`config.mk`:
```
export PLATFORM = sky130hd
export DESIGN_NAME = cald_top
export DESIGN_NICKNAME = d
export VERILOG_FILES = /design/src/inc/cald_pkg.sv /design/src/hw/cald_dly.sv /design/src/hw/cald_acc.sv /design/src/hw/cald_top.sv
export SDC_FILE = /design/constraint.sdc
export NUM_CORES = 2
export LEC_CHECK = 0
export ABC_AREA = 1
export BUFFER_PORTS_ARGS = -buffer_cell sky130_fd_sc_hd__buf_2
export CORE_ASPECT_RATIO = 1.1
export CORE_MARGIN = 4
export CORE_UTILIZATION = 50
export CTS_CLUSTER_SIZE = 10
export DETAILED_ROUTE_END_ITERATION = 10
export PLACE_DENSITY = 0.76
export SETUP_SLACK_MARGIN = 0.02
export SYNTH_ARGS = -nofsm -noshare
export SYNTH_HDL_FRONTEND = slang
export SYNTH_SLANG_ARGS = --single-unit
```
`constraint.sdc`:
```
create_clock -name CLK -period 8.2 [get_ports CLK]
set_input_delay 0.41 -clock CLK [delete_from_list [all_inputs] [get_ports CLK]]
set_output_delay 0.41 -clock CLK [all_outputs]
set_load 0.01 [all_outputs]
```
`src/inc/cald_pkg.sv`:
```
// Shared constants, register map and state type for the carrier acquisition lock detector
package cald_pkg;
  // Register bus
  localparam int ADDR_W = 4;
  localparam int DATA_W = 32;
  // Register word addresses
  localparam logic [ADDR_W-1:0] REG_CTRL = 4'h0;
  localparam logic [ADDR_W-1:0] REG_SWEEP = 4'h1;
  localparam logic [ADDR_W-1:0] REG_DISC = 4'h2;
  localparam logic [ADDR_W-1:0] REG_AFC = 4'h3;
  localparam logic [ADDR_W-1:0] REG_PH_PRE_ACQ = 4'h4;
  localparam logic [ADDR_W-1:0] REG_PH_PRE_TRK = 4'h5;
  localparam logic [ADDR_W-1:0] REG_INT_PRE = 4'h6;
  localparam logic [ADDR_W-1:0] REG_FL_PRE = 4'h7;
  localparam logic [ADDR_W-1:0] REG_DWELL = 4'h8;
  localparam logic [ADDR_W-1:0] REG_INIT = 4'h9;
  localparam logic [ADDR_W-1:0] REG_STATUS = 4'hA;
  localparam logic [ADDR_W-1:0] REG_PH_ACC = 4'hB;
  localparam logic [ADDR_W-1:0] REG_FL_ACC = 4'hC;
  localparam logic [ADDR_W-1:0] REG_GAIN_ACC = 4'hD;
  localparam logic [ADDR_W-1:0] REG_FREQ_ERR = 4'hE;
  // Control register bit positions
  localparam int CTRL_UP_MODE = 0;
  localparam int CTRL_STEPPED = 1;
  localparam int CTRL_AFC_EN = 2;
  localparam int CTRL_UP_SWEEP = 3;
  localparam int CTRL_UP_TRK = 4;
  localparam int CTRL_UP_LOCK = 5;
  localparam int CTRL_FL_FREQ = 27;
  // Field positions
  localparam int SW_MANT_LSB = 0;
  localparam int SW_MANT_W = 4;
  localparam int SW_EXP_LSB = 4;
  localparam int SW_EXP_W = 5;
  localparam int SW_BIAS = 28;
  localparam int NCO_MSB = 39;
  localparam int SW_ALIGN = NCO_MSB - SW_BIAS - SW_MANT_W;
  localparam int DISC_DLY_LSB = 0;
  localparam int DISC_OFF_LSB = 4;
  localparam int DISC_SHF_LSB = 12;
  localparam int DWELL_LSB = 0;
  localparam int VER_N_LSB = 8;
  localparam int FLK_N_LSB = 12;
  // Data widths
  localparam int PH_W = 8;
  localparam int DISC_W = 9;
  localparam int FE_W = 10;
  localparam int ACC_W = 18;
  localparam int CNT_W = 11;
  localparam int Q_W = 12;
  localparam int GE_W = 8;
  localparam int AFCW_W = 8;
  localparam int DLY_DEPTH = 16;
  localparam int DLY_AW = 4;
  // Reset values
  localparam logic [DATA_W-1:0] CTRL_RST = 32'h0000_0000;
  localparam logic [DATA_W-1:0] SWEEP_RST = 32'h0000_0000;
  localparam logic [DATA_W-1:0] DISC_RST = 32'h0000_0000;
  localparam logic [DATA_W-1:0] AFC_RST = 32'h0000_0000;
  localparam logic [DATA_W-1:0] PH_PRE_RST = 32'h0000_0000;
  localparam logic [DATA_W-1:0] INT_PRE_RST = 32'h0000_0400;
  localparam logic [DATA_W-1:0] FL_PRE_RST = 32'h0000_0000;
  localparam logic [DATA_W-1:0] DWELL_RST = 32'h0000_1100;
  // Lock detector states
  typedef enum logic [1:0] {ST_SEARCH, ST_VERIFY, ST_FALSE, ST_LOCK} cald_state_t;
endpackage

```
`src/hw/cald_dly.sv`:
```
// Small sample memory with registered read data for the discriminator delay line
`timescale 1ns/1ps
module cald_dly #(
  parameter int W = 8,
  parameter int DEPTH = 16,
  parameter int AW = 4
) (
  input wire logic clk,
  input wire logic rst,
  input wire logic wr_en,
  input wire logic [AW-1:0] wr_addr,
  input wire logic [W-1:0] wr_data,
  input wire logic rd_en,
  input wire logic [AW-1:0] rd_addr,
  output logic [W-1:0] rd_data
);
  logic [W-1:0] mem [DEPTH]; // Sample storage, no reset needed

  // Write port
  always_ff @(posedge clk) begin
    if (wr_en) begin
      mem[wr_addr] <= wr_data;
    end
  end

  // Read before write, so the oldest entry is still seen at full depth
  always_ff @(posedge clk) begin
    if (rst) begin
      rd_data <= '0;
    end else if (rd_en) begin
      rd_data <= mem[rd_addr];
    end
  end
endmodule // cald_dly

```
`src/hw/cald_acc.sv`:
```
// Preloadable accumulator with sticky overflow flag
`timescale 1ns/1ps
module cald_acc #(
  parameter int W = 18,
  parameter int IW = 8
) (
  input wire logic clk,
  input wire logic rst,
  input wire logic clr,
  input wire logic [W-1:0] pre,
  input wire logic add_en,
  input wire logic [IW-1:0] add,
  output logic [W-1:0] sum,
  output logic ovf
);
  logic [W:0] sum_next; // One extra bit catches the carry out

  // Carry out of the top bit is the overflow
  always_comb begin
    sum_next = {1'b0, sum} + (W+1)'(add);
  end

  // Preload wins over accumulation; overflow stays until reload
  always_ff @(posedge clk) begin
    if (rst) begin
      sum <= '0;
      ovf <= 1'b0;
    end else if (clr) begin
      sum <= pre;
      ovf <= 1'b0;
    end else if (add_en) begin
      sum <= sum_next[W-1:0];
      ovf <= ovf | sum_next[W];
    end
  end
endmodule // cald_acc

```
`src/hw/cald_top.sv`:
```
// Carrier acquisition: sweep, discriminator, AFC weight and lock detector
`timescale 1ns/1ps
module cald_top import cald_pkg::*; #(
  parameter int LAG_W = 40
) (
  input wire logic CLK,
  input wire logic SYS_RST,
  input wire logic [ADDR_W-1:0] ADDR,
  input wire logic [DATA_W-1:0] WDATA,
  input wire logic WR,
  input wire logic RD,
  input wire logic PH_VLD,
  input wire logic signed [PH_W-1:0] PHASE_ERR,
  input wire logic END_BIT,
  input wire logic signed [Q_W-1:0] Q_FULL,
  input wire logic signed [Q_W-1:0] Q_HALF,
  input wire logic signed [GE_W-1:0] GAIN_ERR,
  input wire logic FILT_UPD,
  input wire logic LAG_AT_MAX,
  input wire logic LAG_AT_MIN,
  output logic [DATA_W-1:0] RDATA,
  output logic signed [LAG_W-1:0] LAG_INJECT,
  output logic LAG_INJ_VLD,
  output logic TRK_SEL,
  output logic LOCKED,
  output logic SWEEP_ON,
  output logic SWEEP_DOWN,
  output logic LOCK_PERIOD_IRQ,
  output logic signed [FE_W-1:0] FREQ_ERR
);
  // Magnitude of a sign-extended value; the most negative code maps to its true size
  function automatic logic [15:0] mag16(input logic signed [15:0] v);
    mag16 = v[15] ? 16'(-v) : 16'(v);
  endfunction

  // Software visible configuration
  logic [DATA_W-1:0] ctrl_reg; // Mode and enable bits
  logic [DATA_W-1:0] sweep_reg; // Sweep mantissa and exponent
  logic [DATA_W-1:0] disc_reg; // Delay, offset and shift
  logic [DATA_W-1:0] afc_reg; // AFC weight
  logic [DATA_W-1:0] php_acq_reg; // Phase preload, acquisition set
  logic [DATA_W-1:0] php_trk_reg; // Phase preload, tracking set
  logic [DATA_W-1:0] intp_reg; // Integration count preload
  logic [DATA_W-1:0] flp_reg; // False lock preload
  logic [DATA_W-1:0] dwell_reg; // Dwell and period counts
  logic init_wr; // Restart request from software

  // Register writes; a write to the restart word stores nothing
  always_ff @(posedge CLK) begin
    if (SYS_RST) begin
      ctrl_reg <= CTRL_RST;
      sweep_reg <= SWEEP_RST;
      disc_reg <= DISC_RST;
      afc_reg <= AFC_RST;
      php_acq_reg <= PH_PRE_RST;
      php_trk_reg <= PH_PRE_RST;
      intp_reg <= INT_PRE_RST;
      flp_reg <= FL_PRE_RST;
      dwell_reg <= DWELL_RST;
    end else if (WR) begin
      case (ADDR)
        REG_CTRL: ctrl_reg <= WDATA;
        REG_SWEEP: sweep_reg <= WDATA;
        REG_DISC: disc_reg <= WDATA;
        REG_AFC: afc_reg <= WDATA;
        REG_PH_PRE_ACQ: php_acq_reg <= WDATA;
        REG_PH_PRE_TRK: php_trk_reg <= WDATA;
        REG_INT_PRE: intp_reg <= WDATA;
        REG_FL_PRE: flp_reg <= WDATA;
        REG_DWELL: dwell_reg <= WDATA;
        default: ; // Read-only and unmapped words ignore writes
      endcase
    end
  end

  assign init_wr = WR && (ADDR == REG_INIT);

  // Decoded control fields
  logic up_mode; // Processor makes the lock decisions
  logic stepped; // Stepped rather than swept acquisition
  logic afc_en; // AFC term reaches the lag path
  logic fl_freq; // False lock accumulator sums frequency error
  logic [SW_MANT_W-1:0] sw_mant;
  logic [SW_EXP_W-1:0] sw_exp;
  logic [3:0] dly_sel; // Discriminator delay minus one
  logic signed [7:0] fe_off;
  logic [3:0] fe_shf;
  logic [7:0] dwell_n; // Dwell symbols minus one
  logic [3:0] ver_n; // Verify periods needed for lock
  logic [3:0] flk_n; // Sweep periods spent in false lock

  assign up_mode = ctrl_reg[CTRL_UP_MODE];
  assign stepped = ctrl_reg[CTRL_STEPPED];
  assign afc_en = ctrl_reg[CTRL_AFC_EN];
  assign fl_freq = ctrl_reg[CTRL_FL_FREQ];
  assign sw_mant = sweep_reg[SW_MANT_LSB +: SW_MANT_W];
  assign sw_exp = sweep_reg[SW_EXP_LSB +: SW_EXP_W];
  assign dly_sel = disc_reg[DISC_DLY_LSB +: 4];
  assign fe_off = disc_reg[DISC_OFF_LSB +: 8];
  assign fe_shf = disc_reg[DISC_SHF_LSB +: 4];
  assign dwell_n = dwell_reg[DWELL_LSB +: 8];
  assign ver_n = dwell_reg[VER_N_LSB +: 4];
  assign flk_n = dwell_reg[FLK_N_LSB +: 4];

  // Discriminator delay line
  logic [DLY_AW-1:0] wp_reg; // Next write slot
  logic [DLY_AW-1:0] rd_addr;
  logic [PH_W-1:0] old_raw; // Delayed sample from the memory
  logic signed [PH_W-1:0] cur_reg; // Current sample, aligned to the read
  logic [4:0] fill_reg; // Samples written, saturating one past depth
  logic disc_vld_reg; // Delayed pair ready this cycle
  logic signed [PH_W-1:0] old_s;
  logic signed [DISC_W-1:0] disc;
  logic signed [FE_W-1:0] fe_sum;
  logic signed [FE_W-1:0] fe_reg; // Frequency error detector output

  // Full depth reads the slot being overwritten, which still holds the oldest sample
  assign rd_addr = wp_reg - DLY_AW'(dly_sel) - 4'h1;

  cald_dly #(.W(PH_W), .DEPTH(DLY_DEPTH), .AW(DLY_AW)) u_dly (
    .clk(CLK),
    .rst(SYS_RST),
    .wr_en(PH_VLD),
    .wr_addr(wp_reg),
    .wr_data(PHASE_ERR),
    .rd_en(PH_VLD),
    .rd_addr(rd_addr),
    .rd_data(old_raw)
  );

  // Write pointer, fill level and sample alignment
  always_ff @(posedge CLK) begin
    if (SYS_RST) begin
      wp_reg <= '0;
      fill_reg <= '0;
      cur_reg <= '0;
      disc_vld_reg <= 1'b0;
    end else begin
      disc_vld_reg <= PH_VLD;
      if (PH_VLD) begin
        wp_reg <= wp_reg + 4'h1;
        cur_reg <= PHASE_ERR;
        if (fill_reg != 5'h11) begin
          fill_reg <= fill_reg + 5'h01;
        end
      end
    end
  end

  // Unwritten slots count as zero so start-up never leaks unknown data
  always_comb begin
    old_s = (fill_reg > 5'({1'b0, dly_sel}) + 5'h01) ? signed'(old_raw) : '0;
    disc = DISC_W'(cur_reg) - DISC_W'(old_s);
    fe_sum = FE_W'(disc) + FE_W'(fe_off);
  end

  // Offset then arithmetic shift; both zero passes the difference through
  always_ff @(posedge CLK) begin
    if (SYS_RST) begin
      fe_reg <= '0;
    end else if (disc_vld_reg) begin
      fe_reg <= fe_sum >>> fe_shf;
    end
  end

  assign FREQ_ERR = fe_reg;

  // Lock detector timing
  cald_state_t state_reg; // Lock detector state
  logic start_reg; // Forces the first load after reset
  logic running_reg; // Accumulators active
  logic [CNT_W-1:0] int_cnt_reg; // Integration counter
  logic [8:0] dwell_cnt_reg; // Remaining dwell symbols
  logic [3:0] per_cnt_reg; // Periods spent in verify or false lock
  logic acq; // Acquisition parameter set selected
  logic sweep_en;
  logic lock_now;
  logic fl_on; // False lock detection active
  logic cnt_zero;
  logic period_end;
  logic load;
  logic act; // End-bit sample that integrates
  logic ph_ovf;
  logic fl_ovf;
  logic [ACC_W-1:0] ph_sum;
  logic [ACC_W-1:0] fl_sum;
  logic [ACC_W-1:0] ge_sum;
  logic [ACC_W-1:0] ph_pre;
  logic [PH_W-1:0] ph_mag;
  logic [GE_W-1:0] ge_mag;
  logic [FE_W-1:0] fl_add;
  logic fl_flag;

  // Parameter set and sweep gating
  always_comb begin
    acq = up_mode ? ~ctrl_reg[CTRL_UP_TRK] : (state_reg == ST_SEARCH || state_reg == ST_FALSE);
    sweep_en = acq && (up_mode ? ctrl_reg[CTRL_UP_SWEEP] : 1'b1);
    lock_now = up_mode ? ctrl_reg[CTRL_UP_LOCK] : (state_reg == ST_LOCK);
    fl_on = up_mode || (state_reg != ST_LOCK);
    ph_pre = acq ? php_acq_reg[ACC_W-1:0] : php_trk_reg[ACC_W-1:0];
  end

  // Period ends on the earlier of overflow or count end
  assign cnt_zero = (int_cnt_reg == '0);
  assign period_end = running_reg && !start_reg && (ph_ovf || (fl_ovf && fl_on) || cnt_zero);
  assign load = start_reg || init_wr || (period_end && !up_mode);
  assign act = END_BIT && running_reg && !load && !cnt_zero && (dwell_cnt_reg == '0);

  // Sample magnitudes and false lock test
  always_comb begin
    ph_mag = PH_W'(mag16(16'(PHASE_ERR)));
    ge_mag = GE_W'(mag16(16'(GAIN_ERR)));
    fl_flag = mag16(16'(Q_FULL)) < mag16(16'(Q_HALF));
    fl_add = fl_freq ? FE_W'(mag16(16'(fe_reg))) : FE_W'(fl_flag);
  end

  cald_acc #(.W(ACC_W), .IW(PH_W)) u_ph_acc (
    .clk(CLK),
    .rst(SYS_RST),
    .clr(load),
    .pre(ph_pre),
    .add_en(act),
    .add(ph_mag),
    .sum(ph_sum),
    .ovf(ph_ovf)
  );

  cald_acc #(.W(ACC_W), .IW(FE_W)) u_fl_acc (
    .clk(CLK),
    .rst(SYS_RST),
    .clr(load),
    .pre(flp_reg[ACC_W-1:0]),
    .add_en(act && fl_on),
    .add(fl_add),
    .sum(fl_sum),
    .ovf(fl_ovf)
  );

  cald_acc #(.W(ACC_W), .IW(GE_W)) u_ge_acc (
    .clk(CLK),
    .rst(SYS_RST),
    .clr(load),
    .pre('0),
    .add_en(act),
    .add(ge_mag),
    .sum(ge_sum),
    .ovf()
  );

  // Start, run and halt; processor mode stops until restarted by software
  always_ff @(posedge CLK) begin
    if (SYS_RST) begin
      start_reg <= 1'b1;
      running_reg <= 1'b0;
    end else begin
      start_reg <= 1'b0;
      if (load) begin
        running_reg <= 1'b1;
      end else if (period_end && up_mode) begin
        running_reg <= 1'b0;
      end
    end
  end

  // Integration counter, at most 2047 symbols
  always_ff @(posedge CLK) begin
    if (SYS_RST) begin
      int_cnt_reg <= '0;
    end else if (load) begin
      int_cnt_reg <= intp_reg[CNT_W-1:0];
    end else if (act) begin
      int_cnt_reg <= int_cnt_reg - 11'h001;
    end
  end

  // Dwell holds off integration after each restart in stepped mode
  always_ff @(posedge CLK) begin
    if (SYS_RST) begin
      dwell_cnt_reg <= '0;
    end else if (load) begin
      dwell_cnt_reg <= stepped ? (9'({1'b0, dwell_n}) + 9'h001) : 9'h000;
    end else if (END_BIT && dwell_cnt_reg != '0) begin
      dwell_cnt_reg <= dwell_cnt_reg - 9'h001;
    end
  end

  // Completion interrupt; a period end beats a restart in the same cycle
  always_ff @(posedge CLK) begin
    if (SYS_RST) begin
      LOCK_PERIOD_IRQ <= 1'b0;
    end else if (period_end && up_mode) begin
      LOCK_PERIOD_IRQ <= 1'b1;
    end else if (init_wr) begin
      LOCK_PERIOD_IRQ <= 1'b0;
    end
  end

  // Lock state machine, stepped once per integration period
  always_ff @(posedge CLK) begin
    if (SYS_RST) begin
      state_reg <= ST_SEARCH;
      per_cnt_reg <= '0;
    end else if (period_end && !up_mode) begin
      unique case (state_reg)
        ST_SEARCH: begin
          // No phase overflow ended the period: average error under threshold
          if (!ph_ovf) begin
            state_reg <= ST_VERIFY;
            per_cnt_reg <= '0;
          end
        end
        ST_VERIFY: begin
          if (ph_ovf) begin
            state_reg <= ST_SEARCH;
          end else if (fl_ovf) begin
            state_reg <= ST_FALSE;
            per_cnt_reg <= '0;
          end else if (per_cnt_reg + 4'h1 >= ver_n) begin
            state_reg <= ST_LOCK;
          end else begin
            per_cnt_reg <= per_cnt_reg + 4'h1;
          end
        end
        ST_FALSE: begin
          // Keep sweeping out of the false lock region
          if (per_cnt_reg + 4'h1 >= flk_n) begin
            state_reg <= ST_SEARCH;
          end else begin
            per_cnt_reg <= per_cnt_reg + 4'h1;
          end
        end
        ST_LOCK: begin
          if (ph_ovf) begin
            state_reg <= ST_SEARCH;
          end
        end
      endcase
    end
  end

  // Sweep direction flips at either lag limit
  always_ff @(posedge CLK) begin
    if (SYS_RST) begin
      SWEEP_DOWN <= 1'b0;
    end else if (sweep_en && LAG_AT_MAX) begin
      SWEEP_DOWN <= 1'b1;
    end else if (sweep_en && LAG_AT_MIN) begin
      SWEEP_DOWN <= 1'b0;
    end
  end

  // Lag path injection
  logic [63:0] step_wide;
  logic signed [LAG_W-1:0] step;
  logic signed [LAG_W-1:0] afc_term;
  logic signed [FE_W+AFCW_W-1:0] afc_prod;
  logic sw_fire;

  always_comb begin
    // Leading one sits at bit NCO_MSB minus (bias minus exponent)
    step_wide = 64'({1'b1, sw_mant}) << (7'(sw_exp) + 7'(SW_ALIGN));
    step = SWEEP_DOWN ? -LAG_W'(step_wide) : LAG_W'(step_wide);
    sw_fire = sweep_en && (stepped ? load : FILT_UPD);
    afc_prod = fe_reg * signed'(afc_reg[AFCW_W-1:0]);
    afc_term = (afc_en && FILT_UPD) ? LAG_W'(afc_prod) : '0;
  end

  // Sweep and AFC terms summed into one registered lag-path word
  always_ff @(posedge CLK) begin
    if (SYS_RST) begin
      LAG_INJECT <= '0;
      LAG_INJ_VLD <= 1'b0;
    end else begin
      LAG_INJECT <= (sw_fire ? step : '0) + afc_term;
      LAG_INJ_VLD <= sw_fire || FILT_UPD;
    end
  end

  // Registered status outputs
  always_ff @(posedge CLK) begin
    if (SYS_RST) begin
      TRK_SEL <= 1'b0;
      LOCKED <= 1'b0;
      SWEEP_ON <= 1'b0;
    end else begin
      TRK_SEL <= ~acq;
      LOCKED <= lock_now;
      SWEEP_ON <= sweep_en;
    end
  end

  // Read data for one cycle only, zero otherwise and for unmapped words
  always_ff @(posedge CLK) begin
    if (SYS_RST) begin
      RDATA <= '0;
    end else if (RD) begin
      case (ADDR)
        REG_CTRL: RDATA <= ctrl_reg;
        REG_SWEEP: RDATA <= sweep_reg;
        REG_DISC: RDATA <= disc_reg;
        REG_AFC: RDATA <= afc_reg;
        REG_PH_PRE_ACQ: RDATA <= php_acq_reg;
        REG_PH_PRE_TRK: RDATA <= php_trk_reg;
        REG_INT_PRE: RDATA <= intp_reg;
        REG_FL_PRE: RDATA <= flp_reg;
        REG_DWELL: RDATA <= dwell_reg;
        REG_STATUS: RDATA <= 32'({fl_ovf, ph_ovf, running_reg, LOCK_PERIOD_IRQ, SWEEP_DOWN,
                                  LOCKED, TRK_SEL, state_reg});
        REG_PH_ACC: RDATA <= 32'(ph_sum);
        REG_FL_ACC: RDATA <= 32'(fl_sum);
        REG_GAIN_ACC: RDATA <= 32'(ge_sum);
        REG_FREQ_ERR: RDATA <= 32'(unsigned'(fe_reg));
        default: RDATA <= '0;
      endcase
    end else begin
      RDATA <= '0;
    end
  end
endmodule // cald_top

```
==> impl_metrics.ini <==
[place]
gp_congestion = 1.039
place_hpwl_mm = 79.31
dp_slack_ns = 1.213
placed_cell_area_um2 = 37370
io_buffers = 172

[sta]
setup_ws_ns = 1.099
finalMaxSlewViolations = 0
tightest_slew_ns = 1.122
slew-limit-headroom = 0.2494
fin_worst_skew_ns = 0.05242
fin_crit_ns = 7.101
fmax_mhz = 140.8
hold_viol_final = 0
fin_tns_setup_ns = 0
final.period_utilization = 0.8659
timing.hold.ws_ns = 0.09078
setup_viol = 0
rsz0062_at_grt = false

[route]
antenna_left = 0
drcViolationCount = 0
drt-wirelength-per-cell_um = 19.47
drtIter0Drc = 3808
via_count = 33970
finalWirelength_mm = 113.6
drtPass1Iterations = 6
vias_per_cell = 5.823

[floorplan]
io_pins = 173
rows = 102
initial_core_util = 0.5074
die_area_um2 = 76100
die_y_um = 288.9
coreArea_um2 = 70700
die_w_um = 263.4

[min_path]
whs_endpoint = LAG_INJ_VLD
hold_class = in2reg
min_path_cells = 3
worstHoldStart = FILT_UPD

[logic_synthesis]
synth_flop_cell = dfxtp_1
synth_edf_count = 128
ys_types = 66
ys_seq_elements = 614
postSynthCellCount = 4803
synth.avg_cell_area_um2 = 7.469
yosysSeqAreaShare = 0.3784
ys_warn_count = 0
async_flop_share = 0
synthesis.area_um2 = 35870

[pwr]
power_frac_seq = 0.439
ir_worst_vdd_v = 0.0001569
swShare = 0.2895
pwr-share-clk = 0.412
leakagePower_nw = 16.62
power_density_nw_per_um2 = 186.6
p_switching_mw = 2.140
internal_power_mw = 5.252
combinationalPowerShare = 0.149

[setup_path]
worst-endpoint-arrival_ns = 7.63
worstPathRequired_ns = 8.73
regToRegEndpoint = LAG_INJECT[38]
slowest_stage = dfxtp_1
reg2reg_setup_slack_ns = 1.10
crit_path_max_fanout = 17
endpoint_kind = register
cp_common_cell = nand2_1
rr_worst_depth = 32
r2r_start = FREQ_ERR[9]
startpoint_type = register
path_class = reg2reg
max_stage_delay_ns = 0.72

[run_status]
outcome = finished clean

[finish]
regMostFlops = u_dly.mem
area_delta_synth_final_pct = 10.40
largestRegisters = u_dly.mem: 128 flops, LAG_INJECT: 40 flops
fin_area_um2 = 39600
nFillCells = 6513
largest_reg_flops = 128
final_nets = 5185
drive_above_1_share = 0.07953

[clock_network]
clock_sinks = 614
clk_root_buffer_cell = clkbuf_16
cts_tree = yes
cts.clk_slew.worst_paths_ns = 0.06
clock_path_buffers = 3
clk_latency_ns = 0.64
cts-htree-levels = 3
numCtsBuffers = 74

[grt]
grt-ovfl-total = 0
antenna_found_initial = 17
grt_pass1_vias = 31780
grt.total_usage = 0.2883
grt_max_degree = 124
grt_first_pass_wirelength_mm = 176.4

[run]
cap_violations = 0
cell type report:
| cell class | instances | area (um2) | share of cell area |
|---|---|---|---|
| timing repair buffer | 218 | 1211 | 0.03058 |
| multi-input combinational | 3259 | 18820 | 0.4753 |
| tap | 936 | 1171 | 0.02957 |
| clock buffer | 97 | 1978 | 0.04995 |
| sequential | 614 | 13570 | 0.3427 |
| clock inverter | 12 | 225.2 | 0.005687 |
| inverter | 691 | 2606 | 0.06581 |
| antenna | 6 | 15.01 | 0.0003791 |
what timing repair did:
item | CTS | global route
hold endpoints to repair | 1 | 0
resized for setup | 0 | 0
setup buffers | 0 | 0
hold buffers | 1 | 0
critical path: cells and delay by family (launching register included):
kind | cells | cell delay, ns
buf+inv | 5 | 0.30
simple gates | 11 | 1.29
flops | 1 | 0.72
fa+ha+maj | 6 | 2.84
compound gates | 10 | 1.85
cells in the final DEF (no fill, tap or decap), types with 11 or more instances in the layout:
| cell | synthesis | final |
|---|---|---|
| nand2_1 | 708 | 704 |
| inv_1 | 670 | 669 |
| a21oi_1 | 530 | 530 |
| o21ai_0 | 489 | 489 |
| dfxtp_1 | 486 | 486 |
| nor2_1 | 463 | 455 |
| nand3_1 | 210 | 210 |
| buf_2 | 11 | 171 |
| ha_1 | 162 | 162 |
| edfxtp_1 | 128 | 128 |
| fa_1 | 80 | 79 |
| clkbuf_16 | 0 | 74 |
| nor3_1 | 63 | 63 |
| o22ai_1 | 59 | 59 |
| xor2_1 | 50 | 50 |
| a31oi_1 | 47 | 47 |
| buf_4 | 1 | 46 |
| a221oi_1 | 43 | 43 |
| xnor2_1 | 42 | 41 |
| o32ai_1 | 32 | 32 |
| o211ai_1 | 30 | 30 |
| nand4_1 | 29 | 29 |
| o221ai_1 | 21 | 21 |
| clkbuf_1 | 215 | 19 |
| nor2_2 | 10 | 17 |
| a22oi_1 | 14 | 14 |
| nor4_1 | 13 | 13 |
| o31ai_1 | 13 | 12 |
| o21a_1 | 12 | 12 |
| o21ai_1 | 12 | 12 |
| a21o_1 | 11 | 11 |
| nor2_4 | 10 | 11 |
cells by family after synthesis:
logic type	synth area share
simple gates	0.1812
other cells	0.0002094
mux	0.0005581
xor+xnor	0.02246
compound gates	0.2168
buf+inv	0.09920
flops	0.3784
fa+ha+maj	0.1012
per-stage QoR:
step | power [mW] | util | cells
after floorplan | 4.051 | - | 4809
after global placement | 4.362 | 0.5286 | 5717
after detailed placement | 4.383 | 0.5286 | 5717
after CTS | 7.403 | 0.5599 | 5827
after global routing | 7.690 | 0.5600 | 5831
final | 7.392 | 0.5601 | 5833
routing by layer:
layer / part of all wire / global-route usage / vias to the layer above / routed length (um)
met2: 0.45 / 0.4648 / 1637 / 50910
met3: 0.092 / 0.06039 / 341 / 10440
met1: 0.40 / 0.3672 / 15750 / 45860
met5: 0.0010 / 0 / - / 114
met4: 0.055 / 0.1516 / 18 / 6224
li1: - / - / 16220 / -
worst max-delay path by stage:
stage                      startpoint             end  slack, ns
after global routing      FREQ_ERR[3]  LAG_INJECT[38]       0.46
after floorplan           FREQ_ERR[9]  LAG_INJECT[38]       1.32
after CTS                 FREQ_ERR[3]  LAG_INJECT[38]       1.22
after global placement    FREQ_ERR[9]  LAG_INJECT[38]       1.38
final                     FREQ_ERR[9]  LAG_INJECT[38]       1.10
after detailed placement  FREQ_ERR[3]  LAG_INJECT[38]       1.21
power groups by stage:
stage	registers (mW)	logic, mW	clock network (mW)
6_report	3.24	1.10	3.04
5_1_grt	3.25	1.23	3.21
4_1_cts	3.24	1.09	3.08
3_5_place_dp	3.30	1.08	0
3_3_place_gp	3.30	1.06	0
2_1_floorplan	3.28	0.771	0
Yosys cell counts, types with 14 or more instances:
library cell	count	area share
nor3_1	63	0.0088
a21oi_1	530	0.074
o21ai_0	489	0.068
clkbuf_1	215	0.022
o22ai_1	59	0.010
a221oi_1	43	0.010
o221ai_1	21	0.0051
edfxtp_1	128	0.11
ha_1	162	0.057
nand2_1	708	0.074
xnor2_1	42	0.010
buf_1	15	0.0016
o211ai_1	30	0.0063
fa_1	80	0.045
nor2_1	463	0.048
o32ai_1	32	0.0078
nand3_1	210	0.029
dfxtp_1	486	0.27
xor2_1	50	0.012
a22oi_1	14	0.0029
nand4_1	29	0.0051
inv_1	670	0.070
a31oi_1	47	0.0082
Power figures use the tool's default switching activity.
